==> config.mk <==
export PLATFORM = sky130hd
export DESIGN_NAME = tmc_top
export DESIGN_NICKNAME = d
export VERILOG_FILES = /design/src/tmc_pkg.sv /design/src/tmc_debounce.sv /design/src/tmc_sample_timer.sv /design/src/tmc_top.sv
export VERILOG_INCLUDE_DIRS = /design/src
export SDC_FILE = /design/constraint.sdc
export NUM_CORES = 1
export LEC_CHECK = 0
export ABC_AREA = 1
export BUFFER_PORTS_ARGS = -buffer_cell sky130_fd_sc_hd__buf_2
export CELL_PAD_IN_SITES_DETAIL_PLACEMENT = 0
export CELL_PAD_IN_SITES_GLOBAL_PLACEMENT = 1
export CORE_ASPECT_RATIO = 0.9
export CORE_MARGIN = 2
export CORE_UTILIZATION = 43
export DETAILED_ROUTE_END_ITERATION = 8
export PLACE_DENSITY = 0.84
export REMOVE_ABC_BUFFERS = 1
export SYNTH_ARGS = -nofsm -noshare
export SYNTH_HDL_FRONTEND = slang
export SYNTH_SLANG_ARGS = --single-unit
==> constraint.sdc <==
create_clock -name sys_clk -period 1.74 [get_ports sys_clk]
set_clock_uncertainty 0.2 [all_clocks]
set_input_delay 0.174 -clock sys_clk [delete_from_list [all_inputs] [get_ports sys_clk]]
set_output_delay 0.174 -clock sys_clk [all_outputs]
set_load 0.01 [all_outputs]
==> src/tmc_defines.svh <==
// Constants for the die thermal monitor controller: offsets, fields, resets, timing.
// Assumes a 10 MHz system clock; included by bare name.
`ifndef TMC_DEFINES_SVH
`define TMC_DEFINES_SVH

// ****************************************
// Timing
// ****************************************
`define TMC_CLK_MHZ            10
`define TMC_DB_TIME_US         10
`define TMC_DB_CYC             (`TMC_DB_TIME_US * `TMC_CLK_MHZ)
`define TMC_SAMPLE_INTERVAL_US 3000
`define TMC_SAMPLE_WINDOW_US   450

// ****************************************
// Register map
// ****************************************
`define TMC_REG_CTRL  4'h0
`define TMC_REG_MASK  4'h4
`define TMC_REG_FLAG  4'h8
`define TMC_REG_SENSE 4'hC

// ****************************************
// Fields and reset values
// ****************************************
`define TMC_NUM_WARN     6
`define TMC_CTRL_EN_BIT  0
`define TMC_CTRL_AON_BIT 1
`define TMC_SENSE_SD_BIT 6
`define TMC_SENSE_PWR_BIT 7
`define TMC_CTRL_RST     2'h1
`define TMC_MASK_RST     6'h00

`endif

==> src/tmc_pkg.sv <==
// Types shared by the die thermal monitor controller.
// Assumes nothing of its surroundings.
package tmc_pkg;
    // Sensor power mode, Gray along off -> sampled -> continuous
    typedef enum logic [1:0] {
        TMC_PWR_OFF    = 2'h0,
        TMC_PWR_SAMPLE = 2'h1,
        TMC_PWR_CONT   = 2'h3
    } tmc_pwr_t;
endpackage

==> src/tmc_debounce.sv <==
// One comparator input: three-flop synchroniser and bidirectional debounce.
// Assumes an asynchronous input; counting only while advance is high.
`timescale 1ns/10ps
`include "tmc_defines.svh"
module tmc_debounce
    import tmc_pkg::*;
(
    // Clock and reset
    input  wire logic sys_clk,
    input  wire logic rst,
    // Raw input and gating
    input  wire logic raw_in,
    input  wire logic advance,
    // Debounced level
    output logic      level_q
);
    localparam logic [7:0] DB_CYC = 8'(`TMC_DB_CYC);

    logic       s1_q;
    logic       s2_q;
    logic       s3_q;
    logic [7:0] cnt_q;

    always_ff @(posedge sys_clk) begin
        if (rst) begin
            s1_q <= 1'b0;
            s2_q <= 1'b0;
            s3_q <= 1'b0;
        end else begin
            s1_q <= raw_in;
            s2_q <= s1_q;
            s3_q <= s2_q;
        end
    end

    // Frozen while the sensor is unpowered, so the last result is held
    always_ff @(posedge sys_clk) begin
        if (rst) begin
            cnt_q   <= 8'h00;
            level_q <= 1'b0;
        end else if (advance) begin
            if (s2_q == s3_q && s3_q != level_q) begin
                if (cnt_q == DB_CYC - 8'h01) begin
                    level_q <= s3_q;
                    cnt_q   <= 8'h00;
                end else begin
                    cnt_q <= cnt_q + 8'h01;
                end
            end else begin
                cnt_q <= 8'h00;
            end
        end
    end

    a_db_full_time: assert property (@(posedge sys_clk) disable iff (rst)
        $changed(level_q) |-> $past(cnt_q) == DB_CYC - 8'h01)
        else $error("debounced level changed early");
    a_db_hold_off: assert property (@(posedge sys_clk) disable iff (rst)
        !advance |=> $stable(level_q))
        else $error("level moved while unpowered");
endmodule

==> src/tmc_sample_timer.sv <==
// Sampling-mode timebase: a window at the start of every interval.
// Assumes run is low outside sampling mode; the counter restarts on entry.
`timescale 1ns/10ps
`include "tmc_defines.svh"
module tmc_sample_timer
    import tmc_pkg::*;
#(
    parameter logic [15:0] INTERVAL_CYC = 16'h7530,
    parameter logic [15:0] WINDOW_CYC   = 16'h1194
) (
    // Clock and reset
    input  wire logic sys_clk,
    input  wire logic rst,
    // Control
    input  wire logic run,
    // Window active
    output logic      window_q
);
    logic [15:0] cnt_q;

    always_ff @(posedge sys_clk) begin
        if (rst || !run) begin
            cnt_q <= 16'h0000;
        end else if (cnt_q == INTERVAL_CYC - 16'h0001) begin
            cnt_q <= 16'h0000;
        end else begin
            cnt_q <= cnt_q + 16'h0001;
        end
    end

    always_ff @(posedge sys_clk) begin
        if (rst) begin
            window_q <= 1'b0;
        end else begin
            window_q <= run && (cnt_q < WINDOW_CYC);
        end
    end

    a_smp_off_part: assert property (@(posedge sys_clk) disable iff (rst)
        run && cnt_q >= WINDOW_CYC && $past(run) |=> !window_q)
        else $error("window open outside its slot");
endmodule

==> src/tmc_top.sv <==
// Die thermal monitor controller: debounce, sense, flags, mask, shutdown, power.
// Assumes centre-die comparators and a standby pin arriving asynchronously,
// and an Avalon-MM master on sys_clk.
//
// Overview of operation
// - Upward threshold crossing sets its latched flag
// - Six warning levels, each flag, sense, mask
// - Sense releases only on hysteresis comparator
// - Shutdown holds until cooled past hysteresis
// - Only centre-die comparators feed this block
// - Enable bit zero powers the monitor off
// - Run: always-on bit picks continuous or sampled
// - Sampled: powered 450 us every 3 ms
// - Standby forces sampling while enabled
// - Debounce every comparator 10 us both ways
// - Unmasked set flag drives interrupt low
`timescale 1ns/10ps
`include "tmc_defines.svh"
module tmc_top
    import tmc_pkg::*;
#(
    parameter int SAMPLE_INTERVAL_CYC = `TMC_SAMPLE_INTERVAL_US * `TMC_CLK_MHZ,
    parameter int SAMPLE_WINDOW_CYC   = `TMC_SAMPLE_WINDOW_US * `TMC_CLK_MHZ
) (
    // Clock and reset
    input  wire logic        sys_clk,
    input  wire logic        rst,
    // Avalon-MM slave
    input  wire logic [3:0]  avs_address,
    input  wire logic        avs_read,
    input  wire logic        avs_write,
    input  wire logic [31:0] avs_writedata,
    output logic      [31:0] avs_readdata,
    output logic             avs_waitrequest,
    // Centre-of-die comparators, asynchronous
    input  wire logic [5:0]  warn_hi_cmp,
    input  wire logic [5:0]  warn_rel_cmp,
    input  wire logic        sd_hi_cmp,
    input  wire logic        sd_cool_cmp,
    // System state, asynchronous, high in standby
    input  wire logic        standby_pin,
    // Outputs
    output logic             irq_out_n,
    output logic             thermal_shutdown,
    output logic             sensor_power_en
);
    localparam int         NW       = `TMC_NUM_WARN;
    localparam logic [1:0] CTRL_RST = `TMC_CTRL_RST;

    // ****************************************
    // Registers and state
    // ****************************************
    logic          temp_monitor_enable_q;
    logic          temp_monitor_always_on_q;
    logic [NW-1:0] warn_mask_q;
    logic [NW-1:0] warn_irq_flag_q;
    logic [NW-1:0] warn_sense_bit_q;
    logic [NW-1:0] warn_sense_bit_d;
    logic [NW-1:0] hi_db;
    logic [NW-1:0] rel_db;
    logic          sd_hi_db;
    logic          sd_cool_db;
    logic          standby_db;
    logic          window;
    tmc_pwr_t      pwr_q;
    tmc_pwr_t      pwr_d;
    logic          wr_take;
    logic          rd_take;
    logic [NW-1:0] flag_clr;
    logic [31:0]   rd_mux;

    // ****************************************
    // Comparator conditioning
    // ****************************************
    // Only centre-die comparators enter; other sensors stay analog readout
    genvar gi;
    generate
        for (gi = 0; gi < NW; gi++) begin : g_warn
            tmc_debounce u_hi (
                .sys_clk (sys_clk),
                .rst     (rst),
                .raw_in  (warn_hi_cmp[gi]),
                .advance (sensor_power_en),
                .level_q (hi_db[gi])
            );
            tmc_debounce u_rel (
                .sys_clk (sys_clk),
                .rst     (rst),
                .raw_in  (warn_rel_cmp[gi]),
                .advance (sensor_power_en),
                .level_q (rel_db[gi])
            );
        end
    endgenerate

    tmc_debounce u_sd_hi (
        .sys_clk (sys_clk),
        .rst     (rst),
        .raw_in  (sd_hi_cmp),
        .advance (sensor_power_en),
        .level_q (sd_hi_db)
    );
    tmc_debounce u_sd_cool (
        .sys_clk (sys_clk),
        .rst     (rst),
        .raw_in  (sd_cool_cmp),
        .advance (sensor_power_en),
        .level_q (sd_cool_db)
    );
    tmc_debounce u_standby (
        .sys_clk (sys_clk),
        .rst     (rst),
        .raw_in  (standby_pin),
        .advance (1'b1),
        .level_q (standby_db)
    );

    // ****************************************
    // Power mode
    // ****************************************
    always_comb begin
        case (pwr_q)
            TMC_PWR_OFF, TMC_PWR_SAMPLE, TMC_PWR_CONT: begin
                if (!temp_monitor_enable_q) begin
                    pwr_d = TMC_PWR_OFF;
                end else if (temp_monitor_always_on_q && !standby_db) begin
                    pwr_d = TMC_PWR_CONT;
                end else begin
                    pwr_d = TMC_PWR_SAMPLE;
                end
            end
            default: pwr_d = TMC_PWR_OFF;
        endcase
    end

    always_ff @(posedge sys_clk) begin
        if (rst) begin
            pwr_q <= TMC_PWR_OFF;
        end else begin
            pwr_q <= pwr_d;
        end
    end

    tmc_sample_timer #(
        .INTERVAL_CYC (16'(SAMPLE_INTERVAL_CYC)),
        .WINDOW_CYC   (16'(SAMPLE_WINDOW_CYC))
    ) u_timer (
        .sys_clk  (sys_clk),
        .rst      (rst),
        .run      (pwr_q == TMC_PWR_SAMPLE),
        .window_q (window)
    );

    always_ff @(posedge sys_clk) begin
        if (rst) begin
            sensor_power_en <= 1'b0;
        end else begin
            sensor_power_en <= (pwr_q == TMC_PWR_CONT) || (pwr_q == TMC_PWR_SAMPLE && window);
        end
    end

    // ****************************************
    // Sense, flags, interrupt
    // ****************************************
    // Set by the upper comparator, released only when the lower one drops
    generate
        for (gi = 0; gi < NW; gi++) begin : g_sense
            always_comb begin
                if (hi_db[gi]) begin
                    warn_sense_bit_d[gi] = 1'b1;
                end else if (!rel_db[gi]) begin
                    warn_sense_bit_d[gi] = 1'b0;
                end else begin
                    warn_sense_bit_d[gi] = warn_sense_bit_q[gi];
                end
            end
        end
    endgenerate

    always_ff @(posedge sys_clk) begin
        if (rst) begin
            warn_sense_bit_q <= 6'h00;
        end else begin
            warn_sense_bit_q <= warn_sense_bit_d;
        end
    end

    assign flag_clr = (wr_take && avs_address == `TMC_REG_FLAG) ? avs_writedata[NW-1:0] : 6'h00;

    // A crossing in the clearing cycle is kept: set wins
    always_ff @(posedge sys_clk) begin
        if (rst) begin
            warn_irq_flag_q <= 6'h00;
        end else begin
            warn_irq_flag_q <= (warn_sense_bit_d & ~warn_sense_bit_q)
                             | (warn_irq_flag_q & ~flag_clr);
        end
    end

    always_ff @(posedge sys_clk) begin
        if (rst) begin
            irq_out_n <= 1'b1;
        end else begin
            irq_out_n <= ~|(warn_irq_flag_q & ~warn_mask_q);
        end
    end

    // Restart is blocked for as long as this stays high
    always_ff @(posedge sys_clk) begin
        if (rst) begin
            thermal_shutdown <= 1'b0;
        end else if (sd_hi_db) begin
            thermal_shutdown <= 1'b1;
        end else if (!sd_cool_db) begin
            thermal_shutdown <= 1'b0;
        end
    end

    // ****************************************
    // Avalon-MM slave
    // ****************************************
    // One wait cycle per access; readdata is captured as waitrequest falls
    assign wr_take = avs_write && !avs_waitrequest;
    assign rd_take = avs_read && !avs_waitrequest;

    always_comb begin
        rd_mux = 32'h0000_0000;
        case (avs_address)
            `TMC_REG_CTRL:  rd_mux[1:0] = {temp_monitor_always_on_q, temp_monitor_enable_q};
            `TMC_REG_MASK:  rd_mux[NW-1:0] = warn_mask_q;
            `TMC_REG_FLAG:  rd_mux[NW-1:0] = warn_irq_flag_q;
            `TMC_REG_SENSE: rd_mux[7:0] = {sensor_power_en, thermal_shutdown, warn_sense_bit_q};
            default:        rd_mux = 32'h0000_0000;
        endcase
    end

    always_ff @(posedge sys_clk) begin
        if (rst) begin
            avs_waitrequest <= 1'b1;
            avs_readdata    <= 32'h0000_0000;
        end else if ((avs_read || avs_write) && avs_waitrequest) begin
            avs_waitrequest <= 1'b0;
            avs_readdata    <= avs_read ? rd_mux : 32'h0000_0000;
        end else begin
            avs_waitrequest <= 1'b1;
        end
    end

    always_ff @(posedge sys_clk) begin
        if (rst) begin
            temp_monitor_enable_q    <= CTRL_RST[`TMC_CTRL_EN_BIT];
            temp_monitor_always_on_q <= CTRL_RST[`TMC_CTRL_AON_BIT];
        end else if (wr_take && avs_address == `TMC_REG_CTRL) begin
            temp_monitor_enable_q    <= avs_writedata[`TMC_CTRL_EN_BIT];
            temp_monitor_always_on_q <= avs_writedata[`TMC_CTRL_AON_BIT];
        end
    end

    always_ff @(posedge sys_clk) begin
        if (rst) begin
            warn_mask_q <= `TMC_MASK_RST;
        end else if (wr_take && avs_address == `TMC_REG_MASK) begin
            warn_mask_q <= avs_writedata[NW-1:0];
        end
    end

    // ****************************************
    // Checks
    // ****************************************
    a_flag_on_rise: assert property (@(posedge sys_clk) disable iff (rst)
        $rose(warn_sense_bit_q[0]) |-> warn_irq_flag_q[0])
        else $error("flag missed a crossing");
    a_flag_sticks: assert property (@(posedge sys_clk) disable iff (rst)
        warn_irq_flag_q[5] && !(wr_take && avs_address == `TMC_REG_FLAG) |=> warn_irq_flag_q[5])
        else $error("flag dropped without write");
    a_sense_hyst: assert property (@(posedge sys_clk) disable iff (rst)
        $fell(warn_sense_bit_q[2]) |-> $past(!rel_db[2] && !hi_db[2]))
        else $error("sense released above hysteresis");
    a_irq_mask_gate: assert property (@(posedge sys_clk) disable iff (rst)
        (warn_irq_flag_q & ~warn_mask_q) != 6'h00 |=> !irq_out_n)
        else $error("unmasked flag did not interrupt");
    a_irq_masked: assert property (@(posedge sys_clk) disable iff (rst)
        (warn_irq_flag_q & ~warn_mask_q) == 6'h00 |=> irq_out_n)
        else $error("interrupt without unmasked flag");
    a_sd_hold: assert property (@(posedge sys_clk) disable iff (rst)
        thermal_shutdown && sd_cool_db |=> thermal_shutdown)
        else $error("shutdown released before cooling");
    a_off_when_dis: assert property (@(posedge sys_clk) disable iff (rst)
        !temp_monitor_enable_q ##1 !temp_monitor_enable_q |=> !sensor_power_en)
        else $error("sensor powered while disabled");
    a_aon_cont: assert property (@(posedge sys_clk) disable iff (rst)
        temp_monitor_enable_q && temp_monitor_always_on_q && !standby_db |=> pwr_q == TMC_PWR_CONT)
        else $error("always-on not continuous");
    a_standby_smp: assert property (@(posedge sys_clk) disable iff (rst)
        temp_monitor_enable_q && standby_db |=> pwr_q == TMC_PWR_SAMPLE)
        else $error("standby not sampling");
    a_bus_one_wait: assert property (@(posedge sys_clk) disable iff (rst)
        (avs_read || avs_write) && avs_waitrequest |=> !avs_waitrequest)
        else $error("bus answer late");
endmodule

==> results.yml <==
layout:
  area_growth_pct: 17.4
  final_core_util_pct: 51.5
  nets: 1724
  drive_gt1_share_pct: 10.0
  finalNonFillerCells: 1980
  antennaDiodeCount: 0
power_and_ir_drop:
  totalPowerFinal_mw: 11.0
  ir_drop_uv: 666
  p_leak_nw: 5.03
  p_per_area_nw_per_um2: 877
worst_setup_path:
  reg2reg_depth: 7
  worst-path-max-fanout: 13
  end_kind: "primary output"
  start_kind: "flip-flop"
  path_class: "flip-flop to primary output"
  cp_data_required_time_ns: 1.37
  worstPathArrival_ns: 1.32
  worstReg2RegStart: "sensor_power_en$_SDFF_PP0_"
  r2r_end: "g_warn[3].u_hi.cnt_q[7]$_SDFFE_PP0P_"
  r2r_slack_ns: 0.12
  critPathLaunch: "sensor_power_en$_SDFF_PP0_"
die:
  initial_core_util_pct: 43.9
  ios: 91
  die_h_um: 153
  placementRows: 54
  die_w_um: 170
  core_um2: 24300
  dieArea_um2: 26000
logic_synthesis:
  ys_warn_count: 0
  yosys.cell_types.count: 29
  synthesis.area_um2: 10600
  yosysSeqAreaShare_pct: 43.4
  synthCells: 1556
  avgSynthCellArea_um2: 6.84
  ys_seq_elements: 231
timing:
  timing.fmax_mhz: 591
  fin_setup_tns_ns: 0
  whs_ns: 0.193
  final-setup-viol-count: 0
  fin_crit_ns: 1.69
  period_share_pct: 97.3
  hold_viol: 0
  slew_violations: 0
  rsz0062_at_grt: "false"
cts:
  clk_pin_slew_ns: 0.06
  cts-root-buf: "clkbuf_16"
  numCtsBuffers: 25
  clock-sinks: 231
  cts_max_path_buffers: 3
  clkLatencyLatePin_ns: 0.52
  cts_tree: "built"
  cts-htree-levels: 1
grt:
  grt_pass1_wl_um: 38600
  antenna_found_initial: 0
  track_usage_pct: 17.6
  overflow: 0
  grt_pass1_vias: 8406
  grt_max_degree: 49
placement:
  portBuffers: 40
  placed_cells: 1890
  hpwlAfterDp_um: 14600
  place.gp.congestion: 0.794
drt:
  postRouteWirelength_um: 22500
  wl_per_cell_um: 11.4
  dr.first_iter.drc_count: 428
  firstDrtPassIters: 5
  drtAntennaViolNets: 0
  drc: 0
  vias_per_cell: 4.61
  num_vias: 9134
outcome:
  status: "finished, final reports clean"
run:
  max-cap-violations: 0
worst_hold_path:
  min_to: "g_warn[4].u_hi.s1_q$_SDFF_PP0_"
  min_from: "warn_hi_cmp[4]"
  hp-class: "input port to flip-flop"
  hold_depth: 4
-- state kept, by name, indices dropped and copies added, names as in the netlist, 2 cells and up --
signal,cells
g_warn.u_hi.s2_q,6
g_warn.u_rel.level_q,6
g_warn.u_rel.cnt_q,48
g_warn.u_hi.cnt_q,48
g_warn.u_hi.s1_q,6
g_warn.u_rel.s3_q,6
u_standby.cnt_q,8
u_sd_cool.cnt_q,8
g_warn.u_hi.s3_q,6
avs_readdata,8
warn_sense_bit_q,6
u_sd_hi.cnt_q,8
g_warn.u_hi.level_q,6
pwr_q,2
warn_mask_q,6
warn_irq_flag_q,6
g_warn.u_rel.s2_q,6
g_warn.u_rel.s1_q,6
u_timer.cnt_q,16
-- Yosys cell counts --
master	instances	area, um^2
or2_0	5	31.3
a21oi_1	99	495
buf_2	16	80.1
nor2_4	3	33.8
inv_4	1	6.26
o21ai_0	60	300
buf_6	5	56.3
and3_1	1	6.26
nand3b_1	1	7.51
o21ai_1	7	35.0
nor2_2	24	150
nor2_1	280	1050
clkbuf_1	5	18.8
buf_4	29	218
or2_2	10	62.6
nor3_1	38	190
nor3_2	2	20.0
conb_1	1	3.75
xnor2_1	11	96.3
a211oi_1	1	7.51
dfxtp_1	231	4620
nand2_1	348	1310
inv_1	216	811
nand3_1	95	475
nand4_1	20	125
nand2_2	8	50.1
xor2_1	19	166
buf_1	4	15.0
ha_1	16	200
-- metal layers --
| metal | vias up | routed length, um | track usage, % | part of all wire [%] |
|---|---|---|---|---|
| met4 | 0 | 393 | 3.95 | 1.7 |
| li1 | 4984 | - | - | - |
| met5 | - | 0 | 0 | 0 |
| met3 | 27 | 603 | 2.51 | 2.7 |
| met1 | 4044 | 11300 | 23.7 | 50 |
| met2 | 79 | 10200 | 30.0 | 45 |
-- final cells by class --
type / count / area (um^2)
well taps: 308 / 385
repair buffers: 106 / 933
inverters: 217 / 822
fillers: 2364 / 11800
clock buffers: 37 / 741
multi-input cells: 1072 / 4940
clock inverters: 9 / 48.8
flip-flops and latches: 231 / 4630
-- worst max-delay path, cell delays in order (launching register included) --
cell and delay [ns]:
dfxtp_4 0.45, buf_16 0.19, buf_2 0.15
-- what timing repair did --
item / 4_1_cts / 5_1_grt
pin swaps: 0 / 1
setup buffers: 0 / 1
endpoints found under the hold margin: 70 / 0
hold buffers: 40 / 0
setup endpoints to repair: 1 / 58
resized for setup: 1 / 15
cloned: 3 / 0
-- cell usage in the layout (no fill, tap or decap), types with 8 or more instances in the layout --
cell | netlist | final
nand2_1 | 348 | 347
clkinv_2 | 0 | 8
xor2_1 | 19 | 19
nor2_2 | 24 | 29
nand3_1 | 95 | 92
buf_2 | 16 | 39
conb_1 | 1 | 24
ha_1 | 16 | 15
nor3_1 | 38 | 37
nand2_2 | 8 | 9
buf_4 | 29 | 20
clkbuf_16 | 0 | 25
or2_2 | 10 | 10
nor2_1 | 280 | 275
xnor2_1 | 11 | 11
inv_1 | 216 | 216
nand4_1 | 20 | 20
a21oi_1 | 99 | 98
dfxtp_1 | 231 | 230
dlygate4sd3_1 | 0 | 39
o21ai_0 | 60 | 60
-- logic make-up (layout without fill, tap and decap cells) --
| logic type | after synthesis | in the layout | synth area share (%) |
|---|---|---|---|
| and+or+nand+nor | 835 | 835 | 33.0 |
| buffers and inverters | 276 | 369 | 11.3 |
| DFF | 231 | 231 | 43.4 |
| AOI/OAI and AO/OA | 167 | 167 | 7.88 |
| xor gates and xnor gates | 30 | 30 | 2.47 |
| adders and majority gates | 16 | 16 | 1.88 |
| other | 1 | 24 | 0.0352 |
-- report_power, final --
part	internal (mW)	total [mW]	switching, mW
Sequential	5.35	5.39	0.0381
Combinational	0.212	0.526	0.314
Clock	2.94	5.04	2.10
Total	8.50	11.0	2.46
-- through the flow --
| stage | setup slack [ns] | cell area [um^2] |
|---|---|---|
| final | 0.0473 | 12500 |
| after global routing | 0.00240 | 12500 |
| after CTS | 0.0368 | 12400 |
| after detailed placement | 0.0757 | 11100 |
| after global placement | 0.117 | 11100 |
| after floorplan | -2.04 | 10300 |
-- worst max-delay path by stage --
stage                                                        to  slack, ns  cells after the start
final                                           sensor_power_en       0.05                      2
after global routing               u_timer.cnt_q[12]$_SDFF_PP0_      0.002                     11
after CTS                       u_sd_cool.cnt_q[5]$_SDFFE_PP0P_       0.04                      8
after detailed placement   g_warn[2].u_hi.cnt_q[2]$_SDFFE_PP0P_       0.08                      6
after global placement              warn_mask_q[3]$_SDFFE_PP0P_       0.12                      6
after floorplan           g_warn[4].u_rel.cnt_q[6]$_SDFFE_PP0P_      -2.04                      7
Power figures use the tool's default switching activity.
